### src/common/dsc_defs.svh
// Offsets, field positions, reset values and timing counts for the sequencer
`ifndef DSC_DEFS_SVH
`define DSC_DEFS_SVH
`define DSC_CTRL_BITS 55
`define DSC_AXI_AW 5
`define DSC_OFF_CTL0 5'h00
`define DSC_OFF_CTL1 5'h04
`define DSC_OFF_STAT 5'h08
`define DSC_OFF_HOLD 5'h0C
`define DSC_OFF_SWP 5'h10
// Control word fields
`define DSC_F_VSEL 0
`define DSC_F_HSEL 4
`define DSC_F_TSRCA 6
`define DSC_F_TSRCB 9
`define DSC_F_DLY 12
`define DSC_F_TRSEP 13
`define DSC_F_CHOP 14
`define DSC_F_PANEL 15
`define DSC_F_HOLDN 16
`define DSC_F_DI 20
`define DSC_F_ROI 28
`define DSC_F_RSV 36
// Holdoff ramp period and readout release margin
`define DSC_RAMP_NS 2000
`define DSC_RAMP_CYC ((`DSC_RAMP_NS + 19) / 20)
`define DSC_ROA_MARGIN_NS 1000
`define DSC_ROA_MARGIN_CYC ((`DSC_ROA_MARGIN_NS + 19) / 20)
`define DSC_CTRL_RST 55'h00_0000_0000_0000
`endif

### src/common/dsc_pkg.sv
// Types shared by the display sequence controller
package dsc_pkg;
    typedef enum logic [1:0] {
        DSC_SWEEP = 2'b00,
        DSC_HOLD = 2'b01,
        DSC_READOUT = 2'b10
    } dsc_state_t;
endpackage

### src/dsc_top.sv
// Display sequence controller with serial control and status ports
// Contract
// - Shift 55-bit control string in, one bit per control clock edge.
// - Control word split into fields, each driving one function.
// - Four active-low vertical selects pick channel, sum or readout.
// - Two active-low horizontal selects pick sweeps, X-Y or readout.
// - Three source lines per trigger pick trigger source.
// - Holdoff output covers sweep recovery and panel change settling.
// - Delay select routes reference zero or one to sweeps.
// - Gate and trigger status shifted out, one bit per strobe.
// - Intensity level set by readout, display and compensation values; no compensation value here, only readout and display fields.
// - Blank during chop switching, readout transitions, panel changes.
// - Readout mode entered at first sweep end or readout request.
// - In readout mode blanking follows readout blank input.
// - Readout active low from start of post-sweep holdoff.
// - Readout active high again before holdoff ends; on leaving request-entered readout it rises one clock after holdoff falls.
// - Trace separation enabled for alternate and delta displays.
// - Trigger sources change only during holdoff.
// - Holdoff low when satisfied, high after first gate rises.
//
// The AXI4-Lite interface to the registers and the placing of the registers are this design's own decisions.
`timescale 1ns/1ps
`include "dsc_defs.svh"
module dsc_top
import dsc_pkg::*;
#(
    parameter int CTRL_BITS = `DSC_CTRL_BITS
) (
    input wire logic CLK,
    input wire logic SRST,
    input wire logic CTRL_DATA,
    input wire logic CTRL_CLK,
    input wire logic STATUS_SHIFT_STROBE,
    input wire logic SWEEP_GATE_FIRST_N,
    input wire logic SWEEP_GATE_SECOND_N,
    input wire logic TRIG_STAT_FIRST_N,
    input wire logic TRIG_STAT_SECOND_N,
    input wire logic READOUT_REQUEST,
    input wire logic READOUT_BLANK_IN,
    input wire logic [4:0] S_AXI_AWADDR,
    input wire logic S_AXI_AWVALID,
    output logic S_AXI_AWREADY,
    input wire logic [31:0] S_AXI_WDATA,
    input wire logic [3:0] S_AXI_WSTRB,
    input wire logic S_AXI_WVALID,
    output logic S_AXI_WREADY,
    output logic [1:0] S_AXI_BRESP,
    output logic S_AXI_BVALID,
    input wire logic S_AXI_BREADY,
    input wire logic [4:0] S_AXI_ARADDR,
    input wire logic S_AXI_ARVALID,
    output logic S_AXI_ARREADY,
    output logic [31:0] S_AXI_RDATA,
    output logic [1:0] S_AXI_RRESP,
    output logic S_AXI_RVALID,
    input wire logic S_AXI_RREADY,
    output logic VERT_SEL_1_N,
    output logic VERT_SEL_2_N,
    output logic VERT_SEL_3_N,
    output logic VERT_SEL_4_N,
    output logic HORIZ_SEL_A_N,
    output logic HORIZ_SEL_B_N,
    output logic TRIG_SRC_A_BIT0,
    output logic TRIG_SRC_A_BIT1,
    output logic TRIG_SRC_A_BIT2,
    output logic TRIG_SRC_B_BIT0,
    output logic TRIG_SRC_B_BIT1,
    output logic TRIG_SRC_B_BIT2,
    output logic HOLDOFF_OUT,
    output logic DELAY_REF_SELECT,
    output logic STATUS_SERIAL_OUT,
    output logic [7:0] INTENSITY_LEVEL,
    output logic BLANK_OUT,
    output logic READOUT_ACTIVE_N,
    output logic TRACE_SEPARATION_OUT
);
    // ------------------------------------------------------------
    // Input synchronisers
    // ------------------------------------------------------------
    logic [9:0] sync1, sync2, prev, next_sync1;
    always_comb begin
        next_sync1 = {READOUT_BLANK_IN, READOUT_REQUEST, TRIG_STAT_SECOND_N,
            TRIG_STAT_FIRST_N, SWEEP_GATE_SECOND_N, SWEEP_GATE_FIRST_N,
            STATUS_SHIFT_STROBE, CTRL_CLK, CTRL_DATA, 1'b0};
    end
    always_ff @(posedge CLK) begin
        if (SRST) begin
            sync1 <= 10'h0F0;
            sync2 <= 10'h0F0;
            prev <= 10'h0F0;
        end else begin
            sync1 <= next_sync1;
            sync2 <= sync1;
            prev <= sync2;
        end
    end
    logic s_data, cc_edge, tss_rise, sga_n, sga_rise, readout_request, readout_blank_in;
    assign s_data = sync2[1];
    // Either control clock edge shifts one bit
    assign cc_edge = sync2[2] ^ prev[2];
    assign tss_rise = sync2[3] & ~prev[3];
    assign sga_n = sync2[4];
    assign sga_rise = sync2[4] & ~prev[4];
    assign readout_request = sync2[8];
    assign readout_blank_in = sync2[9];

    // ------------------------------------------------------------
    // Serial control load
    // ------------------------------------------------------------
    logic [CTRL_BITS-1:0] shreg, ctrl, next_shreg, next_ctrl;
    logic [5:0] bitcnt, next_bitcnt;
    logic panel_chg, next_panel_chg;
    dsc_state_t state, next_state;
    logic [15:0] tcnt, next_tcnt, hold_cyc;
    always_comb begin
        next_shreg = shreg;
        next_bitcnt = bitcnt;
        next_ctrl = ctrl;
        next_panel_chg = panel_chg;
        if (cc_edge) begin
            next_shreg = {s_data, shreg[CTRL_BITS-1:1]};
            next_panel_chg = 1'b1;
            if (bitcnt == 6'(CTRL_BITS - 1)) begin
                next_bitcnt = 6'h00;
                next_ctrl = {s_data, shreg[CTRL_BITS-1:1]};
            end else begin
                next_bitcnt = bitcnt + 6'h01;
            end
        end else if (bitcnt == 6'h00 && tcnt == hold_cyc - 16'h0001) begin
            next_panel_chg = 1'b0;
        end
    end
    always_ff @(posedge CLK) begin
        if (SRST) begin
            shreg <= `DSC_CTRL_RST;
            ctrl <= `DSC_CTRL_RST;
            bitcnt <= 6'h00;
            panel_chg <= 1'b0;
        end else begin
            shreg <= next_shreg;
            ctrl <= next_ctrl;
            bitcnt <= next_bitcnt;
            panel_chg <= next_panel_chg;
        end
    end

    // ------------------------------------------------------------
    // Sequencer: sweep, holdoff and readout
    // ------------------------------------------------------------
    logic [3:0] ramps, next_ramps, ramp_goal;
    logic [5:0] trig_src, next_trig_src;
    function automatic logic [3:0] hold_ramps(input logic [3:0] field);
        hold_ramps = (field < 4'h2) ? 4'h2 : field;
    endfunction
    // holdoff length from ramp count field, at least two ramps
    assign ramp_goal = hold_ramps(ctrl[`DSC_F_HOLDN +: 4]);
    assign hold_cyc = 16'(`DSC_RAMP_CYC);
    always_comb begin
        next_state = state;
        next_tcnt = tcnt;
        next_ramps = ramps;
        next_trig_src = trig_src;
        case (state)
            DSC_SWEEP: begin
                if (sga_rise) begin
                    next_state = DSC_HOLD;
                    next_tcnt = 16'h0000;
                    next_ramps = 4'h0;
                end
            end
            DSC_HOLD: begin
                if (tcnt == hold_cyc - 16'h0001) begin
                    next_tcnt = 16'h0000;
                    next_ramps = (ramps == 4'hF) ? ramps : ramps + 4'h1;
                end else begin
                    next_tcnt = tcnt + 16'h0001;
                end
                next_trig_src = ctrl[`DSC_F_TSRCA +: 6];
                if (ramps >= ramp_goal && !panel_chg && !readout_request) begin
                    next_state = DSC_SWEEP;
                end
            end
            DSC_READOUT: begin
                if (!readout_request) begin
                    next_state = DSC_SWEEP;
                end
            end
            default: next_state = DSC_SWEEP;
        endcase
        if (state == DSC_SWEEP && readout_request && sga_n && !sga_rise) begin
            next_state = DSC_READOUT;
        end
        // panel change restarts the settling holdoff
        if (cc_edge) begin
            next_state = DSC_HOLD;
            next_tcnt = 16'h0000;
            next_ramps = 4'h0;
        end
    end
    always_ff @(posedge CLK) begin
        if (SRST) begin
            state <= DSC_HOLD;
            tcnt <= 16'h0000;
            ramps <= 4'h0;
            trig_src <= 6'h00;
        end else begin
            state <= next_state;
            tcnt <= next_tcnt;
            ramps <= next_ramps;
            trig_src <= next_trig_src;
        end
    end

    // ------------------------------------------------------------
    // Display outputs
    // ------------------------------------------------------------
    logic ro_mode, hold_end_near, next_blank, next_roa_n;
    logic [5:0] next_vh;
    logic [7:0] next_int;
    assign ro_mode = (state != DSC_SWEEP);
    // release before the last ramp finishes
    assign hold_end_near = (ramps >= ramp_goal) ||
        ((ramps == ramp_goal - 4'h1) &&
        (tcnt >= hold_cyc - 16'(`DSC_ROA_MARGIN_CYC)));
    always_comb begin
        // fields drive selects, readout forces all high
        next_vh = ro_mode ? 6'h3F : ~ctrl[`DSC_F_VSEL +: 6];
        next_int = ro_mode ? ctrl[`DSC_F_ROI +: 8] : ctrl[`DSC_F_DI +: 8];
        next_blank = panel_chg | (ro_mode ? readout_blank_in :
            (ctrl[`DSC_F_CHOP] & cc_edge) | ctrl[`DSC_F_PANEL]);
        next_roa_n = !((state == DSC_HOLD && !hold_end_near) ||
            state == DSC_READOUT);
    end
    logic [7:0] stat_sh, next_stat_sh;
    always_comb begin
        next_stat_sh = stat_sh;
        if (tss_rise) begin
            if (stat_sh[7:4] == 4'h0) begin
                next_stat_sh = {4'hF, sync2[7:4]};
            end else begin
                next_stat_sh = {1'b0, stat_sh[7:1]};
            end
        end
    end
    always_ff @(posedge CLK) begin
        if (SRST) begin
            {HORIZ_SEL_B_N, HORIZ_SEL_A_N, VERT_SEL_4_N, VERT_SEL_3_N,
                VERT_SEL_2_N, VERT_SEL_1_N} <= 6'h3F;
            INTENSITY_LEVEL <= 8'h00;
            BLANK_OUT <= 1'b1;
            READOUT_ACTIVE_N <= 1'b1;
            stat_sh <= 8'h00;
        end else begin
            {HORIZ_SEL_B_N, HORIZ_SEL_A_N, VERT_SEL_4_N, VERT_SEL_3_N,
                VERT_SEL_2_N, VERT_SEL_1_N} <= next_vh;
            INTENSITY_LEVEL <= next_int;
            BLANK_OUT <= next_blank;
            READOUT_ACTIVE_N <= next_roa_n;
            stat_sh <= next_stat_sh;
        end
    end
    assign STATUS_SERIAL_OUT = stat_sh[0];
    assign {TRIG_SRC_B_BIT2, TRIG_SRC_B_BIT1, TRIG_SRC_B_BIT0,
        TRIG_SRC_A_BIT2, TRIG_SRC_A_BIT1, TRIG_SRC_A_BIT0} = trig_src;
    // holdoff low only in sweep state
    assign HOLDOFF_OUT = (state != DSC_SWEEP);
    assign DELAY_REF_SELECT = ctrl[`DSC_F_DLY];
    assign TRACE_SEPARATION_OUT = ctrl[`DSC_F_TRSEP];

    // ------------------------------------------------------------
    // AXI4-Lite slave
    // ------------------------------------------------------------
    logic aw_h, w_h, bv, rv;
    logic [31:0] rd;
    logic [1:0] rr;
    assign S_AXI_AWREADY = !aw_h && !bv;
    assign S_AXI_WREADY = !w_h && !bv;
    assign S_AXI_ARREADY = !rv;
    assign S_AXI_BVALID = bv;
    assign S_AXI_BRESP = 2'b10;
    assign S_AXI_RVALID = rv;
    assign S_AXI_RDATA = rd;
    assign S_AXI_RRESP = rr;
    always_ff @(posedge CLK) begin
        if (SRST) begin
            aw_h <= 1'b0;
            w_h <= 1'b0;
            bv <= 1'b0;
            rv <= 1'b0;
            rd <= 32'h0000_0000;
            rr <= 2'b00;
        end else begin
            if (S_AXI_AWVALID && S_AXI_AWREADY) begin
                aw_h <= 1'b1;
            end
            if (S_AXI_WVALID && S_AXI_WREADY) begin
                w_h <= 1'b1;
            end
            if (aw_h && w_h) begin
                aw_h <= 1'b0;
                w_h <= 1'b0;
                bv <= 1'b1;
            end
            if (bv && S_AXI_BREADY) begin
                bv <= 1'b0;
            end
            if (S_AXI_ARVALID && S_AXI_ARREADY) begin
                rv <= 1'b1;
                rr <= 2'b00;
                case (S_AXI_ARADDR)
                    `DSC_OFF_CTL0: rd <= ctrl[31:0];
                    `DSC_OFF_CTL1: rd <= {9'h000, ctrl[CTRL_BITS-1:32]};
                    `DSC_OFF_STAT: rd <= {24'h00_0000, stat_sh};
                    `DSC_OFF_HOLD: rd <= {24'h00_0000, ramps, 2'b00, state};
                    `DSC_OFF_SWP: rd <= {26'h000_0000, trig_src};
                    default: begin
                        rd <= 32'h0000_0000;
                        rr <= 2'b10;
                    end
                endcase
            end
            if (rv && S_AXI_RREADY) begin
                rv <= 1'b0;
            end
        end
    end
endmodule
### config.mk
export PLATFORM = sky130hd
export DESIGN_NAME = dsc_top
export DESIGN_NICKNAME = d
export VERILOG_FILES = /design/src/common/dsc_pkg.sv /design/src/dsc_top.sv
export VERILOG_INCLUDE_DIRS = /design/src /design/src/common
export SDC_FILE = /design/constraint.sdc
export NUM_CORES = 1
export LEC_CHECK = 0
export ABC_AREA = 1
export ABC_CLOCK_PERIOD_IN_PS = 4050
export BUFFER_PORTS_ARGS = -buffer_cell sky130_fd_sc_hd__buf_2
export CAP_MARGIN = 0
export CELL_PAD_IN_SITES_DETAIL_PLACEMENT = 2
export CELL_PAD_IN_SITES_GLOBAL_PLACEMENT = 2
export CORE_ASPECT_RATIO = 2
export CORE_MARGIN = 5
export CORE_UTILIZATION = 35
export CTS_CLUSTER_SIZE = 16
export DETAILED_ROUTE_END_ITERATION = 8
export PLACE_DENSITY = 0.89
export SYNTH_ARGS = -nofsm -noshare
export SYNTH_HDL_FRONTEND = slang
export SYNTH_SLANG_ARGS = --single-unit
### constraint.sdc
create_clock -name CLK -period 4.05 [get_ports CLK]
set_input_delay 0.2025 -clock CLK [delete_from_list [all_inputs] [get_ports CLK]]
set_output_delay 0.2025 -clock CLK [all_outputs]
set_load 0.02 [all_outputs]
# --- Yosys cells after proc, flatten, opt, wreduce, memory -nomap -nowiden ---
# Index checks and enable logic that the tools add are counted.
word_totals:
  wordCells: 125
  ff_bits: 232
  output_inout_bits: 67
  input_bits: 62
op_classes:
  mux: 21
  n_eq_ne: 16
  n_reduce_logical: 44
  magnitude_cmp: 3
  n_bitwise: 9
  addsub: 4
op_table:
  columns: ["operator", "count"]
  rows:
  - ["32-bit one-hot mux with 5 select lines", 1]
  - ["16-bit two-way mux", 2]
  - ["16-bit one-hot mux with 2 select lines", 1]
  - ["16-bit by 1-bit adder with 16-bit output, second input constant", 1]
  - ["16-bit by 7-bit equality test with 1-bit output, second input constant", 1]
  - ["16-bit by 6-bit greater-or-equal comparator with 1-bit output, second input constant", 1]
  - ["1-bit logical AND", 16]
  - ["4-bit two-way mux", 4]
  - ["8-bit two-way mux", 2]
  - ["5-bit by 4-bit equality test with 1-bit output, second input constant", 2]
  - ["2-bit two-way mux", 5]
  - ["2-bit OR reduction", 5]
  - ["1-bit logical NOT", 9]
  - ["4-bit one-hot mux with 2 select lines", 1]
  - ["6-bit by 1-bit adder with 6-bit output, second input constant", 1]
  - ["6-bit equality test, second input constant", 1]
  - ["6-bit logical NOT", 1]
  - ["6-bit two-way mux", 1]
  - ["2-bit != test, second input constant", 3]
  - ["3-bit != test, second input constant", 2]
  - ["6-bit inverter", 1]
  - ["2-bit one-hot mux with 3 select lines", 1]
  - ["2-bit nonzero test", 3]
  - ["5-bit by 3-bit equality test with 1-bit output, second input constant", 1]
  - ["23 further kinds", 31]

# --- Longest topological paths before layout ---
logic_depth:
  depth_word: 10
  ltp_mapped: 13
  ltp_nobuf: 13

# --- Worst setup path after synthesis ---
# Ideal clock, no wire load.
synth_path:
  kind: "register to register"
  start: "register ctrl[18]"
  end: "register READOUT_ACTIVE_N"
  t_arrival_ps: 1447
  setup_time_ps: 125
  synth_period_minus_slack_ps: 1573
  slack_ps: 2477
  path_stages_with_launch: 14
  required_ps: 3925
  cell_sequence: "dfxtp_1 > inv_1 > nand2_1 > o21ai_0 > inv_1 > ha_1 > inv_1 > nand2_1 > nand2_1 > nand2_1 > a31oi_1 > nand2_1 > nand2_1 > nand2_1"
synth_between:
  elab_chain_cells: 10
  elab_cells_between_ends: 11
synth_rtl:
  columns: ["item", "line_no", "source"]
  rows:
  - ["from (decl)", "dsc_top.sv:110", "logic [CTRL_BITS-1:0] shreg, ctrl, next_shreg, next_ctrl;"]
  - ["from (signal assigned)", "dsc_top.sv:136", "ctrl <= `DSC_CTRL_RST;"]
  - ["from (signal assigned)", "dsc_top.sv:141", "ctrl <= next_ctrl;"]
  - ["4-bit by 2-bit less-than comparator with 1-bit output", "dsc_top.sv:153", "hold_ramps = (field < 4'h2) ? 4'h2 : field;"]
  - ["4-bit two-way mux (*)", "dsc_top.sv:153", null]
  - ["4-bit by 1-bit subtractor with 4-bit output", "dsc_top.sv:223", "((ramps == ramp_goal - 4'h1) &&"]
  - ["4-bit equality test", "dsc_top.sv:223", null]
  - ["1-bit logical AND", "dsc_top.sv:223", null]
  - ["1-bit logical OR (*)", "dsc_top.sv:222", "assign hold_end_near = (ramps >= ramp_goal) ||"]
  - ["1-bit logical NOT (*)", "dsc_top.sv:231", "next_roa_n = !((state == DSC_HOLD && !hold_end_near) ||"]
  - ["1-bit logical AND (*)", "dsc_top.sv:231", null]
  - ["1-bit logical OR (*)", "dsc_top.sv:231", null]
  - ["1-bit logical NOT (*)", "dsc_top.sv:231", null]
  - ["to (signal assigned)", "dsc_top.sv:258", "READOUT_ACTIVE_N <= next_roa_n;"]
  - ["to (decl)", "dsc_top.sv:74", "output logic READOUT_ACTIVE_N,"]
# Mark *: on every way between the ends. The rest lies on a longest branch, timed or not.
# A chain may end at the register's enable or synchronous reset.

# --- Final worst setup path ---
layout_path:
  start: "register sync2[2]"
  end: "register ctrl[17]"
layout_between:
  elab_chain_cells: 2
layout_rtl:
  columns: ["item", "line_no", "source"]
  rows:
  - ["from (decl)", "dsc_top.sv:80", "logic [9:0] sync1, sync2, prev, next_sync1;"]
  - ["from (signal assigned)", "dsc_top.sv:93", "sync2 <= sync1;"]
  - ["1-bit bitwise XOR", "dsc_top.sv:100", "assign cc_edge = sync2[2] ^ prev[2];"]
  - ["2-bit AND reduction (no source line)", null, null]
# Every way passes these cells.

==> metrics.txt <==
DRC=0; Slew Limit Fails=0; initial antenna violation count=1; initial drt markers=399; CP arrival=3.05 ns; Max-Cap Viols=0; Critical Path End Type=flop; clock slew at reported path FFs=0.06 ns; crit path cell chain=inv_1 -> nand2_1 -> nand2_2 -> nor2_4 -> inv_2 -> o21ai_0 -> a21oi_1; GRT Util Overall=0.225; status=finished clean; root buffer cell=clkbuf_16; Nets=1307; Placer Congestion=0.780; clock buffer depth=3; Wirelength per Cell=just over 20 um; Chip Width=123 um; # rows=83; Int Pwr=3.60 mW; share of post-route cells with drive strength above 1=0.123; switching share of power=0.261; P_sw=1.27 mW; Crit Path Class=flop to flop; Hold-fix buffers, CTS=13; Layout area overhead=15.8%; placed insts=approximately 1500; Critical Path Max Stage Delay=0.75 ns; post-synthesis sequential area ratio=0.502; Final Core Density=0.409; Rel. slew slack=0.263; VDD IR-drop max=0.370 mV; clk_lat worst skew=0.52 ns; setup ws final=1.36 ns; DR pass1 iterations=4; DP HPWL=21200 um; number of synthesis warnings=0; largest net degree at the start of global routing=84; Avg Cell Area, Syn=7.68 um^2; clock skew=0.0115 ns; power per cell area=roughly 470 mW/mm^2; core area=0.0255 mm^2; CP bufs+invs=2; full die area=between 0.02 and 0.03 mm^2; Post-DRT Antenna Nets=0; Setup WS pre-CTS=1.48 ns; first-pass GRT wire length=~52000 um; Die Ht=237 um; Comb power frac=0.087; #FFs+latches synth=around 230; post-CTS setup buffer count=0; Leakage=4.13 nW; Clk pwr share=0.428; Slew @ Worst Pin=roughly 1.1 ns; grt ovf=0; I/O Buffers=84; RSZ-0062 raised after global routing=false; DRT Wirelength=32900 um; Final min period=2.69 ns; crit-path max FO=37; Min-Delay Path Class=input port to flop; DR vias=8449; Slowest cell on crit path=nor2_4; Startpoint Class=flop; Hold Vio Cnt, Final=0; initial core utilization=0.353; setup violators final=0; DR vias/cell=approximately 5.3; cells after synthesis=1174; CTS buffer count=22; final std cells w/o fill=around 1600; # resized after CTS=0; final worst-path cycle share=0.665; Crit path required time=4.41 ns; Worst path top cell family by delay=simple AND/OR/NAND/NOR gates; htree depth=1; IO Pins=roughly 130; CTS tree=yes; Flop pwr share=0.485; Netlist cell types=35; total negative setup slack=0 ns; Max Freq=371 MHz; clock sinks=between 200 and 250; vias in the first global route=9649; Mapped Area=0.00902 mm^2
==> stage by stage <==
stage | total power [mW] | hold WS [ns] | cell area [um^2]
3_5_place_dp | 2.81 | 0.391 | 9600
4_1_cts | 4.90 | 0.171 | 10400
6_report | 4.87 | 0.200 | 10400
3_3_place_gp | 2.78 | 0.388 | 9600
2_1_floorplan | 2.66 | 0.306 | 9020
5_1_grt | 5.03 | 0.210 | 10400
==> final timing paths <==
check	from	end	slack, ns	depth (start not counted)
min reg2reg	sync1[3]	sync2[3]	0.42	2
min	S_AXI_ARVALID	S_AXI_RDATA[1]	0.20	5
max reg2reg	sync2[2]	ctrl[17]	1.36	7
max	sync2[2]	ctrl[17]	1.36	7
==> kinds of logic after synthesis <==
family | share of synthesized area
other | 0.000833
DFF | 0.502
and+or+nand+nor | 0.215
xor gates and xnor gates | 0.00389
buffers and inverters | 0.0880
adders and majority gates | 0.0153
AOI/OAI and AO/OA | 0.176
==> cell usage after synthesis <==
master      n  area (um^2)
a211oi_1   33          248
o21ai_1     5         25.0
a21oi_1   110          551
nand2b_1    1         6.26
nand4_1    34          213
nor3_1     15         75.1
clkbuf_1   35          131
o21ai_0   119          596
buf_2      19         95.1
xor2_1      4         35.0
o211ai_1    4         30.0
dfxtp_1   226         4520
inv_1     119          447
a21o_1      1         7.51
buf_4       9         67.6
conb_1      2         7.51
clkinv_1    2         7.51
nand2_1   179          672
nand3_1    31          155
nand2_2     6         37.5
buf_6       2         22.5
nand3_2     2         20.0
nor3b_1     1         7.51
o221ai_1    3         26.3
o21a_1      1         7.51
or2_2      10         62.6
inv_2       3         11.3
a211oi_2    3         37.5
nor2_2      1         6.26
nor2_4      5         56.3
a31oi_1     3         18.8
nor2_1    166          623
o22ai_1     6         37.5
ha_1       11          138
buf_1       3         11.3
==> layout make-up <==
type | count | area [um^2]
antenna | 1 | 2.50
clock buffer | 34 | 657
clock inverter | 4 | 48.8
fill | 3000 | 15100
inverter | 124 | 465
multi-input combinational | 757 | 3700
sequential | 226 | 4520
tap | 340 | 425
timing repair buffer | 103 | 611
==> metal layers <==
| layer | wire length, um | vias up | track usage |
|---|---|---|---|
| met5 | 0 | - | 0 |
| met4 | 1500 | 0 | 0.108 |
| met3 | 1050 | 67 | 0.0263 |
| met2 | 18400 | 169 | 0.437 |
| met1 | 11900 | 4257 | 0.230 |
| li1 | - | 3956 | - |
==> worst min-delay path, stage by stage <==
cell and delay, ns:
buf_2 0.10, inv_1 0.07, nor2_2 0.09, o21ai_0 0.12
a21oi_1 0.08
==> cell usage in the layout (no fill, tap or decap), types with 2 or more instances in the layout <==
master | Yosys | routed
o21ai_0 | 119 | 119
buf_2 | 19 | 83
nor2_4 | 5 | 5
clkinv_1 | 2 | 2
inv_2 | 3 | 4
buf_4 | 9 | 6
nor2_2 | 1 | 2
conb_1 | 2 | 3
dlygate4sd3_1 | 0 | 13
a31oi_1 | 3 | 3
inv_1 | 119 | 118
nor3_1 | 15 | 15
nand3_1 | 31 | 31
clkinv_2 | 0 | 2
or2_2 | 10 | 10
nand2_2 | 6 | 6
a21oi_1 | 110 | 110
nand4_1 | 34 | 34
nor2_1 | 166 | 165
a211oi_2 | 3 | 3
o221ai_1 | 3 | 3
o22ai_1 | 6 | 6
clkbuf_1 | 35 | 7
o21ai_1 | 5 | 5
o211ai_1 | 4 | 4
ha_1 | 11 | 11
clkbuf_8 | 0 | 4
nand3_2 | 2 | 2
nand2_1 | 179 | 179
dfxtp_1 | 226 | 226
a211oi_1 | 33 | 33
clkbuf_16 | 0 | 23
xor2_1 | 4 | 4
==> power by group through the flow <==
stage               registers [mW]  logic (mW)  clock network [mW]
floorplan                     2.41       0.245                   0
global placement              2.40       0.378                   0
detailed placement            2.41       0.401                   0
CTS                           2.36       0.425                2.12
global route                  2.37       0.464                2.20
finish                        2.36       0.421                2.08
==> sequential cells by signal (all words and copies together) (netlist names), 4 cells and up <==
signal           flops
tcnt                16
ctrl                55
sync2                9
S_AXI_RDATA         32
trig_src             6
shreg               54
INTENSITY_LEVEL      8
stat_sh              8
sync1                9
ramps                4
bitcnt               6
Note: power is estimated with default switching activity, not from simulation.
